<file path="config.mk">
export PLATFORM = sky130hd
export DESIGN_NAME = mdv_top
export DESIGN_NICKNAME = d
export VERILOG_FILES = /design/src/rtl/_unused_placeholder_none.v /design/src/rtl/mdv_top.v /design/src/rtl/mdv_multiplier.v /design/src/rtl/mdv_divider.v
export VERILOG_INCLUDE_DIRS = /design/src /design/src/rtl
export SDC_FILE = /design/constraint.sdc
export NUM_CORES = 1
export LEC_CHECK = 0
export ABC_CLOCK_PERIOD_IN_PS = 7600
export BUFFER_PORTS_ARGS = -buffer_cell sky130_fd_sc_hd__buf_2
export CORE_ASPECT_RATIO = 1.25
export CORE_UTILIZATION = 50
export CTS_CLUSTER_SIZE = 25
export DETAILED_ROUTE_END_ITERATION = 10
export GPL_TIMING_DRIVEN = 0
export PLACE_DENSITY = 0.7
export SYNTH_ARGS = -nofsm -noshare
export SYNTH_HDL_FRONTEND = slang
export SYNTH_HIERARCHICAL = 1
export SYNTH_SLANG_ARGS = --single-unit
</file>
<file path="constraint.sdc">
create_clock -name aclk -period 7.6 [get_ports aclk]
set_clock_uncertainty 0.2 [all_clocks]
set_input_delay 0 -clock aclk [delete_from_list [all_inputs] [get_ports aclk]]
set_output_delay 0 -clock aclk [all_outputs]
set_load 0.01 [all_outputs]
</file>
<file path="src/rtl/mdv_defines.vh">
`ifndef MDV_DEFINES_VH
`define MDV_DEFINES_VH

// ****************************************************************
// Register byte addresses on the AXI4-Lite bus.
// ****************************************************************
`define MDV_ADDR_OPERAND_BYTE_0 8'h00
`define MDV_ADDR_OPERAND_BYTE_1 8'h04
`define MDV_ADDR_OPERAND_BYTE_2 8'h08
`define MDV_ADDR_OPERAND_BYTE_3 8'h0C
`define MDV_ADDR_OPERAND_BYTE_4 8'h10
`define MDV_ADDR_OPERAND_BYTE_5 8'h14
`define MDV_ADDR_MULDIV_STATUS  8'h18

// ****************************************************************
// Status register layout and reset values.
// ****************************************************************
`define MDV_STAT_ACCESS_ERROR_BIT 7
`define MDV_STAT_OVERFLOW_BIT     6
`define MDV_STAT_RESET            8'h00
`define MDV_OPERAND_RESET         8'h00

// ****************************************************************
// Calculation latencies in system clock periods.
// ****************************************************************
`define MDV_LAT_DIV32 5'h11
`define MDV_LAT_DIV16 5'h09
`define MDV_LAT_MUL   5'h0B

// Divider iteration counts, two quotient bits per cycle.
`define MDV_DIV_ITER32 5'h10
`define MDV_DIV_ITER16 5'h08

// ****************************************************************
// AXI response codes.
// ****************************************************************
`define MDV_RESP_OKAY   2'h0
`define MDV_RESP_SLVERR 2'h2

`endif

</file>
<file path="src/rtl/_unused_placeholder_none.v">
`timescale 1ns/1ps
`default_nettype none
`default_nettype wire

</file>
<file path="src/rtl/mdv_top.v">
// Contract
// - Unsigned 16x16 multiply, 32/16 and 16/16 divide.
// - Start only when byte 5 ends valid order.
// - Order tracked across unrelated bus traffic.
// - Bytes 0..5 ascending selects 32/16 division.
// - Bytes 0,1,4,5 selects 16/16 division.
// - Bytes 0,4,1,5 selects 16x16 multiplication.
// - Latency 17, 9 and 11 clock periods.
// - Data access while busy sets error bit 7.
// - Status read after completion clears error flag.
// - Overflow on product above FFFF or zero divisor.
// - Overflow flag rewritten on every completion.
// - Results held; reads never disturb order.
// - Status bits 5..0 read zero; flags read-only.
// - 32/16: quotient bytes 0..3, remainder 4..5.
// - 16/16 quotient 0..1, remainder 4..5; product 0..3.
`timescale 1ns/1ps
`include "mdv_defines.vh"
`default_nettype none

module mdv_top (
    input  wire        aclk,
    input  wire        aresetn,
    input  wire [7:0]  s_axi_awaddr,
    input  wire        s_axi_awvalid,
    output reg         s_axi_awready,
    input  wire [31:0] s_axi_wdata,
    input  wire [3:0]  s_axi_wstrb,
    input  wire        s_axi_wvalid,
    output reg         s_axi_wready,
    output reg  [1:0]  s_axi_bresp,
    output reg         s_axi_bvalid,
    input  wire        s_axi_bready,
    input  wire [7:0]  s_axi_araddr,
    input  wire        s_axi_arvalid,
    output reg         s_axi_arready,
    output reg  [31:0] s_axi_rdata,
    output reg  [1:0]  s_axi_rresp,
    output reg         s_axi_rvalid,
    input  wire        s_axi_rready,
    output reg         calc_busy
);

    // ****************************************************************
    // Operation codes and order-tracking states.
    // ****************************************************************
    localparam OP_DIV32 = 2'h0;
    localparam OP_DIV16 = 2'h1;
    localparam OP_MUL   = 2'h2;

    localparam S_IDLE   = 4'h0;
    localparam S_W0     = 4'h1;
    localparam S_W01    = 4'h2;
    localparam S_W012   = 4'h3;
    localparam S_W0123  = 4'h4;
    localparam S_W01234 = 4'h5;
    localparam S_W014   = 4'h6;
    localparam S_W04    = 4'h7;
    localparam S_W041   = 4'h8;

    // ****************************************************************
    // Storage.
    // ****************************************************************
    reg  [7:0]  operand [0:5];
    reg  [7:0]  aw_addr;
    reg  [31:0] w_data;
    reg  [3:0]  w_strb;
    reg  [3:0]  seq;
    reg  [3:0]  next_seq;
    reg  [1:0]  op;
    reg  [1:0]  next_op;
    reg  [4:0]  lat_cnt;
    reg         access_error_flag;
    reg         overflow_flag;
    reg  [7:0]  rd_byte;
    reg         rd_hit;
    reg         start_calc;
    integer     i;

    wire        wr_fire;
    wire        wr_mapped;
    wire        wr_operand;
    wire [2:0]  wr_idx;
    wire        data_wr;
    wire        ar_fire;
    wire [2:0]  rd_idx;
    wire        rd_operand;
    wire        rd_status;
    wire        finish;
    wire [31:0] div_quo;
    wire [15:0] div_rem;
    wire [31:0] mul_prod;
    wire        access_now;
    wire        ovf_now;

    // ****************************************************************
    // Write address decode.
    // ****************************************************************
    // A write is carried out once address and data have both been taken.
    assign wr_fire    = ~s_axi_awready & ~s_axi_wready & ~s_axi_bvalid;
    assign wr_idx     = aw_addr[4:2];
    assign wr_mapped  = (aw_addr[7:5] == 3'h0) && (wr_idx != 3'h7);
    assign wr_operand = (aw_addr[7:5] == 3'h0) && (wr_idx <= 3'h5);
    assign data_wr    = wr_fire & wr_operand & w_strb[0];

    // ****************************************************************
    // Read address decode.
    // ****************************************************************
    assign ar_fire    = s_axi_arvalid & s_axi_arready;
    assign rd_idx     = s_axi_araddr[4:2];
    assign rd_operand = (s_axi_araddr[7:5] == 3'h0) && (rd_idx <= 3'h5);
    assign rd_status  = (s_axi_araddr[7:5] == 3'h0) && (rd_idx == 3'h6);

    // ****************************************************************
    // Arithmetic units.
    // ****************************************************************
    // The divider loads on the start edge and iterates for 16 or 8 cycles.
    mdv_divider u_divider (
        .aclk      (aclk),
        .aresetn   (aresetn),
        .start     (start_calc && (next_op != OP_MUL)),
        .wide      (next_op == OP_DIV32),
        .dividend  ({operand[3], operand[2], operand[1], operand[0]}),
        .divisor   ({w_data[7:0], operand[4]}),
        .quotient  (div_quo),
        .remainder (div_rem)
    );

    // The divisor high byte is the one being written in the start cycle.
    mdv_multiplier u_multiplier (
        .aclk         (aclk),
        .aresetn      (aresetn),
        .start        (start_calc && (next_op == OP_MUL)),
        .multiplicand ({operand[1], operand[0]}),
        .multiplier   ({w_data[7:0], operand[4]}),
        .product      (mul_prod)
    );

    // ****************************************************************
    // Write-order tracking.
    // ****************************************************************
    // Only operand writes move the tracker, so other traffic may interleave.
    always @*
    begin
        next_seq   = seq;
        next_op    = op;
        start_calc = 1'b0;
        if (data_wr && !calc_busy)
        begin
            case (wr_idx)
                3'h0: next_seq = S_W0;
                3'h1:
                begin
                    if (seq == S_W0)
                        next_seq = S_W01;
                    else if (seq == S_W04)
                        next_seq = S_W041;
                    else
                        next_seq = S_IDLE;
                end
                3'h2: next_seq = (seq == S_W01) ? S_W012 : S_IDLE;
                3'h3: next_seq = (seq == S_W012) ? S_W0123 : S_IDLE;
                3'h4:
                begin
                    if (seq == S_W0123)
                        next_seq = S_W01234;
                    else if (seq == S_W01)
                        next_seq = S_W014;
                    else if (seq == S_W0)
                        next_seq = S_W04;
                    else
                        next_seq = S_IDLE;
                end
                3'h5:
                begin
                    next_seq = S_IDLE;
                    case (seq)
                        S_W01234:
                        begin
                            start_calc = 1'b1;
                            next_op    = OP_DIV32;
                        end
                        S_W014:
                        begin
                            start_calc = 1'b1;
                            next_op    = OP_DIV16;
                        end
                        S_W041:
                        begin
                            start_calc = 1'b1;
                            next_op    = OP_MUL;
                        end
                        default: start_calc = 1'b0;
                    endcase
                end
                default: next_seq = seq;
            endcase
        end
    end

    // ****************************************************************
    // Calculation timing.
    // ****************************************************************
    // The busy window lasts exactly the documented latency of each operation.
    assign finish = calc_busy && (lat_cnt == 5'h01);

    always @(posedge aclk)
    begin
        if (!aresetn)
        begin
            seq       <= S_IDLE;
            op        <= OP_DIV32;
            calc_busy <= 1'b0;
            lat_cnt   <= 5'h00;
        end
        else
        begin
            seq <= next_seq;
            op  <= next_op;
            if (start_calc)
            begin
                calc_busy <= 1'b1;
                case (next_op)
                    OP_DIV16: lat_cnt <= `MDV_LAT_DIV16;
                    OP_MUL:   lat_cnt <= `MDV_LAT_MUL;
                    default:  lat_cnt <= `MDV_LAT_DIV32;
                endcase
            end
            else if (calc_busy)
            begin
                lat_cnt <= lat_cnt - 5'h01;
                if (finish)
                    calc_busy <= 1'b0;
            end
        end
    end

    // ****************************************************************
    // Operand and result storage.
    // ****************************************************************
    // Results replace operands on completion and stay until rewritten.
    always @(posedge aclk)
    begin
        if (!aresetn)
        begin
            for (i = 0; i < 6; i = i + 1)
                operand[i] <= `MDV_OPERAND_RESET;
        end
        else if (finish)
        begin
            case (op)
                OP_MUL:
                begin
                    operand[0] <= mul_prod[7:0];
                    operand[1] <= mul_prod[15:8];
                    operand[2] <= mul_prod[23:16];
                    operand[3] <= mul_prod[31:24];
                end
                OP_DIV16:
                begin
                    operand[0] <= div_quo[7:0];
                    operand[1] <= div_quo[15:8];
                    operand[4] <= div_rem[7:0];
                    operand[5] <= div_rem[15:8];
                end
                default:
                begin
                    operand[0] <= div_quo[7:0];
                    operand[1] <= div_quo[15:8];
                    operand[2] <= div_quo[23:16];
                    operand[3] <= div_quo[31:24];
                    operand[4] <= div_rem[7:0];
                    operand[5] <= div_rem[15:8];
                end
            endcase
        end
        else if (data_wr && !calc_busy)
            operand[wr_idx] <= w_data[7:0];
    end

    // ****************************************************************
    // Status flags.
    // ****************************************************************
    // A data write during a calculation is refused and flagged; a data read is answered and flagged.
    assign access_now = calc_busy && ((wr_fire && wr_operand) || (ar_fire && rd_operand));

    // Overflow is judged from the product, or from the divisor, of the operation just finishing.
    assign ovf_now = (op == OP_MUL) ? (mul_prod[31:16] != 16'h0000)
                                    : ({operand[5], operand[4]} == 16'h0000);

    always @(posedge aclk)
    begin
        if (!aresetn)
        begin
            access_error_flag <= 1'b0;
            overflow_flag     <= 1'b0;
        end
        else
        begin
            // Setting wins over a clearing read in the same cycle.
            if (access_now)
                access_error_flag <= 1'b1;
            else if (ar_fire && rd_status && !calc_busy)
                access_error_flag <= 1'b0;
            if (finish)
                overflow_flag <= ovf_now;
        end
    end

    // ****************************************************************
    // Read data selection.
    // ****************************************************************
    // Reads have no side effect on operands or on the order tracker.
    always @*
    begin
        rd_byte = 8'h00;
        rd_hit  = 1'b1;
        if (rd_operand)
            rd_byte = operand[rd_idx];
        else if (rd_status)
        begin
            rd_byte = 8'h00;
            rd_byte[`MDV_STAT_ACCESS_ERROR_BIT] = access_error_flag;
            rd_byte[`MDV_STAT_OVERFLOW_BIT]     = overflow_flag;
        end
        else
            rd_hit = 1'b0;
    end

    // ****************************************************************
    // AXI4-Lite write channels.
    // ****************************************************************
    // Address and data are taken in either order; the response follows both.
    always @(posedge aclk)
    begin
        if (!aresetn)
        begin
            s_axi_awready <= 1'b1;
            s_axi_wready  <= 1'b1;
            s_axi_bvalid  <= 1'b0;
            s_axi_bresp   <= `MDV_RESP_OKAY;
            aw_addr       <= 8'h00;
            w_data        <= 32'h0000_0000;
            w_strb        <= 4'h0;
        end
        else
        begin
            if (s_axi_awvalid && s_axi_awready)
            begin
                aw_addr       <= s_axi_awaddr;
                s_axi_awready <= 1'b0;
            end
            if (s_axi_wvalid && s_axi_wready)
            begin
                w_data       <= s_axi_wdata;
                w_strb       <= s_axi_wstrb;
                s_axi_wready <= 1'b0;
            end
            if (wr_fire)
            begin
                s_axi_bvalid <= 1'b1;
                // The status register is read-only and ignores writes.
                s_axi_bresp  <= wr_mapped ? `MDV_RESP_OKAY : `MDV_RESP_SLVERR;
            end
            else if (s_axi_bvalid && s_axi_bready)
            begin
                s_axi_bvalid  <= 1'b0;
                s_axi_awready <= 1'b1;
                s_axi_wready  <= 1'b1;
            end
        end
    end

    // ****************************************************************
    // AXI4-Lite read channels.
    // ****************************************************************
    // Data is presented the cycle after the address is taken.
    always @(posedge aclk)
    begin
        if (!aresetn)
        begin
            s_axi_arready <= 1'b1;
            s_axi_rvalid  <= 1'b0;
            s_axi_rdata   <= 32'h0000_0000;
            s_axi_rresp   <= `MDV_RESP_OKAY;
        end
        else if (ar_fire)
        begin
            s_axi_arready <= 1'b0;
            s_axi_rvalid  <= 1'b1;
            s_axi_rdata   <= {24'h000000, rd_byte};
            s_axi_rresp   <= rd_hit ? `MDV_RESP_OKAY : `MDV_RESP_SLVERR;
        end
        else if (s_axi_rvalid && s_axi_rready)
        begin
            s_axi_rvalid  <= 1'b0;
            s_axi_arready <= 1'b1;
        end
    end

endmodule // mdv_top

`default_nettype wire

</file>
<file path="src/rtl/mdv_multiplier.v">
`timescale 1ns/1ps
`default_nettype none

// Unsigned 16x16 multiplier with a registered product.
module mdv_multiplier (
    input  wire        aclk,
    input  wire        aresetn,
    input  wire        start,
    input  wire [15:0] multiplicand,
    input  wire [15:0] multiplier,
    output reg  [31:0] product
);

    // The product is captured on the start edge and held until the next start.
    always @(posedge aclk)
    begin
        if (!aresetn)
            product <= 32'h0000_0000;
        else if (start)
            product <= multiplicand * multiplier;
    end

endmodule // mdv_multiplier

`default_nettype wire

</file>
<file path="src/rtl/mdv_divider.v">
`timescale 1ns/1ps
`include "mdv_defines.vh"
`default_nettype none

// Unsigned restoring divider, two quotient bits per clock.
module mdv_divider (
    input  wire        aclk,
    input  wire        aresetn,
    input  wire        start,
    input  wire        wide,
    input  wire [31:0] dividend,
    input  wire [15:0] divisor,
    output reg  [31:0] quotient,
    output reg  [15:0] remainder
);

    reg  [15:0] dvs;
    reg  [4:0]  iter;
    wire [47:0] step1;
    wire [47:0] step2;

    // One restoring step: shift in a dividend bit, subtract if it fits.
    function [47:0] mdv_step;
        input [15:0] r;
        input [31:0] q;
        input [15:0] d;
        reg   [16:0] t;
        reg          fit;
        begin
            t   = {r, q[31]};
            fit = (t >= {1'b0, d});
            if (fit)
                t = t - {1'b0, d};
            mdv_step = {t[15:0], q[30:0], fit};
        end
    endfunction

    assign step1 = mdv_step(remainder, quotient, dvs);
    assign step2 = mdv_step(step1[47:32], step1[31:0], dvs);

    // A short dividend sits in the upper half so that eight iterations finish it.
    always @(posedge aclk)
    begin
        if (!aresetn)
        begin
            quotient  <= 32'h0000_0000;
            remainder <= 16'h0000;
            dvs       <= 16'h0000;
            iter      <= 5'h00;
        end
        else if (start)
        begin
            quotient  <= wide ? dividend : {dividend[15:0], 16'h0000};
            remainder <= 16'h0000;
            dvs       <= divisor;
            iter      <= wide ? `MDV_DIV_ITER32 : `MDV_DIV_ITER16;
        end
        else if (iter != 5'h00)
        begin
            quotient  <= step2[31:0];
            remainder <= step2[47:32];
            iter      <= iter - 5'h01;
        end
    end

endmodule // mdv_divider

`default_nettype wire

</file>
==> summary.txt, run 1 <==
Route
  • Drt initial violations: ~1,300
  • Met2 wire len: 31,400 um
  • Antenna Nets Post-Route: 0
  • Routed WL: around 65,000 um
  • DR pass1 iterations: 5
  • DRC viols: 0
  • Met3 wire len: approximately 4800 um
  • Wire length on met1: roughly 23,000 um
  • Wirelength per Cell: roughly 22 um
  • Via count: 17,400
  • Top sig layer: met5
  • DR vias/cell: around 6.0

Floorplanning
  • Die area: between 0.04 and 0.05 mm2
  • Core Region: between 0.03 and 0.04 mm2
  • I/O Pins: about 100
  • Die W: about 180 um
  • Die height: between 200 and 250 um
  • Row count: 81
  • Starting density of the core: 50.8%

STA
  • FMAX: roughly 130 MHz
  • Slew Limit Fails: 0
  • Minimum clock period: approximately 7400 ps
  • RSZ-0062 raised after global routing: no
  • Endpoints failing setup: 0
  • Hold Vio Cnt, Final: 0
  • Sum of negative setup slack: 0 ps
  • Hold_ws: 105 ps
  • Period utilization: 97.6%
  • Worst Tran Pin Value: 1080 ps
  • Max-slew headroom: 27.8%

Worst setup path
  • R2R Setup Slk: around 180 ps
  • Max FO, Critical Path: 15
  • Crit path capture type: register
  • Worst r2r dst: u_multiplier/product[31]
  • Reg2reg start: w_data[7]
  • Slowest CP cell: dfxtp_1
  • Most used cell, CP: fa_1
  • Crit-path cells: clkbuf_1, and2_1, fa_1, fa_1, fa_1, fa_1, fa_1, inv_1, fa_1, inv_1, ha_1, clkbuf_1, nand3_1, o311ai_1, a41oi_1, xnor2_1, o21ai_0
  • CP max stage delay: about 1000 ps
  • Worst reg-to-reg path cell count: 17
  • Setup Crit Path Kind: reg -> reg
  • Critical Path AT: around 7500 ps
  • Worst EP required: just under 8000 ps
  • Crit path launch type: register

Hold path
  • Hold Path Origin: s_axi_araddr[6]
  • Hold Path Stages: 5
  • Worst hold path class: in -> reg
  • Worst Hold End: s_axi_rdata[1]

Synthesis
  • Yosys cell types: 86
  • Mapped Area: between 0.015 and 0.02 mm2
  • Sequential area share after synthesis: 21.8%
  • Post-Syn Instances: ~2,300
  • Yosys warnings: 6
  • Synthesized flop and latch total: between 150 and 200
  • Async SR Flop Fraction: 0%
  • Post-synthesis average cell area: between 8 and 9 um2
  • Yosys top cell area share: 19.7%
  • EDFF count, synth: 48
  • Synth top area cells: fa_1 20%, dfxtp_1 15%, ha_1 9.4%
  • Leading area contributor after synthesis: fa_1
  • Synth Flop Type: dfxtp_1

Clocking
  • H-tree levels: 4
  • Clk buf depth: 2
  • Clk slew on worst S/H paths: approximately 70 ps
  • Root Buffer Master: clkbuf_16
  • Clock sink count: 193
  • CTS buffer count: 17
  • CTS tree: yes
  • Clk_lat worst skew: roughly 460 ps

Power
  • Comb power frac: a little over three fifths
  • Reg power frac: between 20% and 30%
  • Net switching power: between 2000 and 3000 uW
  • P_int: 2990 uW
  • VDD IR-drop max: between 0.0004 and 0.0005 V
  • Sw Share: a little under half
  • Clock network power share: 14.9%
  • Pwr/cell area: approximately 260 mW/mm2
  • P_leak: slightly below 0.01 uW

Finish
  • # nets final: approximately 2,800
  • Layout cells sized above 1: 7.23%
  • Area grow syn2layout: 9.84%
  • Layout fillers: about 3,600
  • Final Util: between 50% and 60%
  • Most frequent cells in the layout: 292 x nand2_1, 266 x inv_1, 196 x fa_1
  • Commonest non-fill, non-tap cell in the layout: nand2_1

GRT
  • Vias in the first global route: ~18,000
  • Largest net degree at the start of global routing: 17
  • Total gr overflow: 0
  • GR Util All Layers: roughly 33%
  • Initial antenna violation count: 4
  • First-pass GRT wire length: ~100,000 um

Outcome
  • Status: finished, final reports clean

Placed design
  • Placer Congestion: 0.983
  • PortBufs: between 40 and 50
  • Hpwl dp: between 40,000 and 50,000 um

Flow run
  • Max Cap Viol: 0
-- power groups by stage --
stage | registers [uW] | clock network, uW | logic (uW)
5_1_grt | 1260 | 898 | 3920
6_report | 1260 | 855 | 3610
2_1_floorplan | 1210 | 0 | 2650
4_1_cts | 1250 | 857 | 3520
3_5_place_dp | 1270 | 0 | 3470
3_3_place_gp | 1270 | 0 | 3420
-- critical path, delay by kind of cell (launching register included) --
family | cells | cell delay (ps)
XOR/XNOR | 1 | 250
AO/OA/AOI/OAI | 3 | 1080
adder cells (fa/ha/maj) | 7 | 3160
AND/OR/NAND/NOR | 2 | 470
flip-flops | 1 | 1040
buffers and inverters | 4 | 1060
-- worst max path at each step --
stage | from | end | slack, ps
2_1_floorplan | operand[0][5] | u_multiplier/product[31] | 1600
3_3_place_gp | w_data[2] | u_multiplier/product[31] | 70
3_5_place_dp | w_data[1] | u_multiplier/product[31] | 30
4_1_cts | w_data[2] | u_multiplier/product[31] | 3
5_1_grt | w_data[7] | u_multiplier/product[31] | 0.8
6_report | w_data[7] | u_multiplier/product[31] | 180
-- state kept, by name, indices dropped and copies added, names as in the netlist, 2 cells and up --
name / cells
operand: 48
u_divider/quotient: 32
u_multiplier/product: 32
u_divider/dvs: 16
u_divider/remainder: 16
s_axi_rdata: 8
w_data: 8
aw_addr: 6
lat_cnt: 5
u_divider/iter: 5
seq: 4
op: 2
-- synthesized netlist by cell type, types with 9 or more instances --
cell / number
nor4_1: 10
clkbuf_1: 94
dfxtp_1: 145
mux2i_1: 97
o21ai_0: 69
a31oi_1: 13
nand3b_1: 10
xor2_1: 23
nand2b_1: 16
edfxtp_1: 48
o221ai_1: 9
xnor2_1: 33
inv_1: 266
fa_1: 196
a21oi_1: 126
nand4_1: 25
a21o_1: 12
nand3_1: 53
o21a_1: 9
and2_1: 132
and3_1: 24
nor2_1: 64
or3_1: 11
ha_1: 149
buf_4: 56
nor2b_1: 56
o2bb2ai_1: 32
nor3_1: 22
a22o_1: 23
nand2_1: 292
-- cell families after synthesis --
kind of cell    share of synthesized area, %
xor+xnor                                2.47
compound gates                          12.6
fa+ha+maj                               29.1
flops                                   21.8
mux                                     5.51
simple gates                            19.0
other cells                           0.0189
buf+inv                                 9.44
-- through the flow --
stage	setup WS [ps]	cells	cell area, um2	total power, uW
after global placement	71.3	2824	20800	4690
final	185	2906	21800	5730
after global routing	0.793	2905	21800	6090
after CTS	2.89	2904	21800	5620
after floorplan	1600	2285	20000	3860
after detailed placement	31.3	2824	20800	4740
-- layer usage --
layer | global-route usage, % | vias up
li1 | - | 7762
met1 | 35.2 | 8428
met2 | 57.0 | 877
met3 | 5.49 | 312
met4 | 25.1 | 2
met5 | 0 | -
-- layout make-up --
cell class	count	area [um2]	area share, %
buffer	166	872	3.99
clock buffer	23	479	2.19
timing repair buffer	89	686	3.14
clock inverter	9	55.1	0.252
inverter	268	1010	4.61
multi-input combinational	1658	13800	63.0
sequential	193	4350	19.9
tap	498	623	2.85
antenna	2	5.00	0.0229
-- what timing repair did --
action | CTS | global route
gates cloned | 0 | 0
endpoints found under the hold margin | 45 | 0
resized for setup | 1 | 7
hold buffers | 48 | 0
buffers inserted | 0 | 0
pin swaps | 0 | 0
endpoints found under the setup margin | 1 | 5
No activity file was read; power rests on OpenSTA's default activity.
==> run 2: changes to the inputs <==
- CTS_BUF_LIST: default -> sky130_fd_sc_hd__clkbuf_4 sky130_fd_sc_hd__clkbuf_8
==> run 2 against run 1 <==
Final area down 0.74%. Clock-buffer cell count down 1. Final cell count about the same. Register-to-register slack worse by 70 ps. Sequential share of layout area up 0.15 points. Die area unchanged. Combinational power about the same. Critical path type unchanged. Flip-flop and latch count unchanged.
==> summary.txt, run 2 (synthesis gave the netlist of run 1 again) <==
Outcome
  • Status: finished, final reports clean

Placed design
  • Inst Count DP: ~2,800
  • PortBufs: 41
  • Post-Place Cell Area: about 0.021 mm2
  • Hpwl dp: between 40,000 and 50,000 um
  • Worst slack, placed: approximately 31 ps
  • Placer Congestion: between 0.9 and 1

Finish
  • Non-filler cells, final: 2,908
  • Largest register by flop count: operand
  • Design area: around 0.022 mm2
  • # nets final: 2,799
  • Commonest non-fill, non-tap cell in the layout: nand2_1
  • Area grow syn2layout: 9.02%
  • Layout cells sized above 1: under 10%
  • Most frequent cells in the layout: 292 x nand2_1, 266 x inv_1, 196 x fa_1
  • Largest regs: operand x48, u_divider/quotient x32, u_multiplier/product x32
  • Number of flip-flops in the largest register: 48
  • Layout fillers: around 3,700

Floorplanning
  • Die W: 180 um
  • Die height: 225 um
  • Starting density of the core: 50.8%
  • I/O Pins: roughly 100
  • Core Region: 0.0391 mm2
  • Row count: 81
  • Die area: a little over 0.04 mm2

Clocking
  • Clk slew on worst S/H paths: 110 ps
  • Clk buf depth: 2
  • Root Buffer Master: clkbuf_8
  • Clock sink count: 193
  • CTS tree: yes
  • Clk_lat worst skew: between 500 and 600 ps
  • CTS buffer count: 17
  • H-tree levels: 4

Route
  • Met3 wire len: around 5000 um
  • DR pass1 iterations: 6
  • Via count: between 15,000 and 20,000
  • DRC viols: 0
  • Routed WL: around 64,000 um
  • Top sig layer: met4
  • Met2 wire len: 31,400 um
  • Antenna Nets Post-Route: 0
  • Drt initial violations: roughly 1,600
  • Wire length on met1: ~23,000 um
  • Wirelength per Cell: between 20 and 25 um
  • DR vias/cell: between 5 and 6

Power
  • Pwr/cell area: ~250 mW/mm2
  • P_leak: around 0.0096 uW
  • VDD IR-drop max: roughly 0.00046 V

Hold path
  • Hold Path Stages: 5
  • Worst hold path class: in -> reg

GRT
  • GR Util All Layers: about a third
  • First-pass GRT wire length: a little under 100,000 um
  • Initial antenna violation count: 2
  • Vias in the first global route: between 15,000 and 20,000
  • Largest net degree at the start of global routing: 17
  • Total gr overflow: 0

STA
  • Minimum clock period: between 7000 and 8000 ps
  • Worst Tran Pin Value: 1430 ps
  • FMAX: roughly 130 MHz
  • RSZ-0062 raised after global routing: no
  • Max-slew headroom: roughly 3.6%
  • Slew Limit Fails: 0
  • Hold Vio Cnt, Final: 0
  • Period utilization: a little over nine tenths
  • Sum of negative setup slack: 0 ps
  • Endpoints failing setup: 0
  • Final WS setup: about 120 ps
  • Hold_ws: 54.0 ps

Flow run
  • Max Cap Viol: 0

Worst setup path
  • Worst reg-to-reg path cell count: 17
  • Crit path capture type: register
  • Worst EP required: ~7800 ps
  • R2R Setup Slk: 120 ps
  • Crit path launch type: register
  • Max FO, Critical Path: 15
  • Setup Crit Path Kind: reg -> reg
  • Critical Path AT: 7650 ps
[run 2: changes by cell type in the layout (fill, tap and decap cells not counted), sizes merged]
cell and delta:
clkbuf -1, buf +2, bufinv +1
[run 2: final timing paths]
path	from	end
worst max register to register	w_data[7]	u_multiplier/product[31]
worst max-delay path	w_data[7]	u_multiplier/product[31]
worst min-delay path	s_axi_araddr[6]	s_axi_rdata[1]
worst min register to register	u_multiplier/product[13]	u_multiplier/product[13]
[run 2: metal layers]
| layer | vias up | GRT usage [%] |
|---|---|---|
| met5 | - | 0 |
| met2 | 906 | 56.6 |
| met4 | 0 | 24.6 |
| met3 | 287 | 5.85 |
| met1 | 8437 | 35.2 |
| li1 | 7762 | - |
[run 2: metrics by stage]
step                      power, uW  util (%)
after floorplan                3860         -
after global placement         4690      53.2
after detailed placement       4740      53.2
after CTS                      5430      55.3
after global routing           5890      55.4
final                          5510      55.4
[run 2: critical path, stage by stage, from the launching register on]
cell and delay (ps):
dfxtp_1 1090, clkbuf_1 600, and2_1 240, fa_1 430, fa_1 460, fa_1 530
fa_1 440, fa_1 500, inv_1 60, fa_1 530, inv_1 60, ha_1 300
clkbuf_1 290, nand3_1 230, o311ai_1 740, a41oi_1 250, xnor2_1 250, o21ai_0 100
[run 2: where the power goes]
group / internal, uW / leakage, uW / switching (uW)
registers: 1130 / 0.00168 / 124
logic: 1410 / 0.00778 / 2180
clock network: 280 / 0.000191 / 380
total: 2830 / 0.00964 / 2680
[run 2: repair_timing]
item                                   4_1_cts  5_1_grt
gates resized for setup                      2        6
pin swaps                                    0        0
setup buffers                                0        2
endpoints found under the hold margin       80        0
setup endpoints to repair                    1        5
hold buffers                                48        0
[run 2: area by class of cell]
class	count	area, um2	area share [%]
sequential	193	4350	20.1
buffer	166	872	4.02
inverter	268	1010	4.64
antenna	2	5.00	0.0231
timing repair buffer	91	701	3.23
tap	498	623	2.87
clock buffer	22	278	1.28
clock inverter	10	85.1	0.392
multi-input combinational	1658	13800	63.5
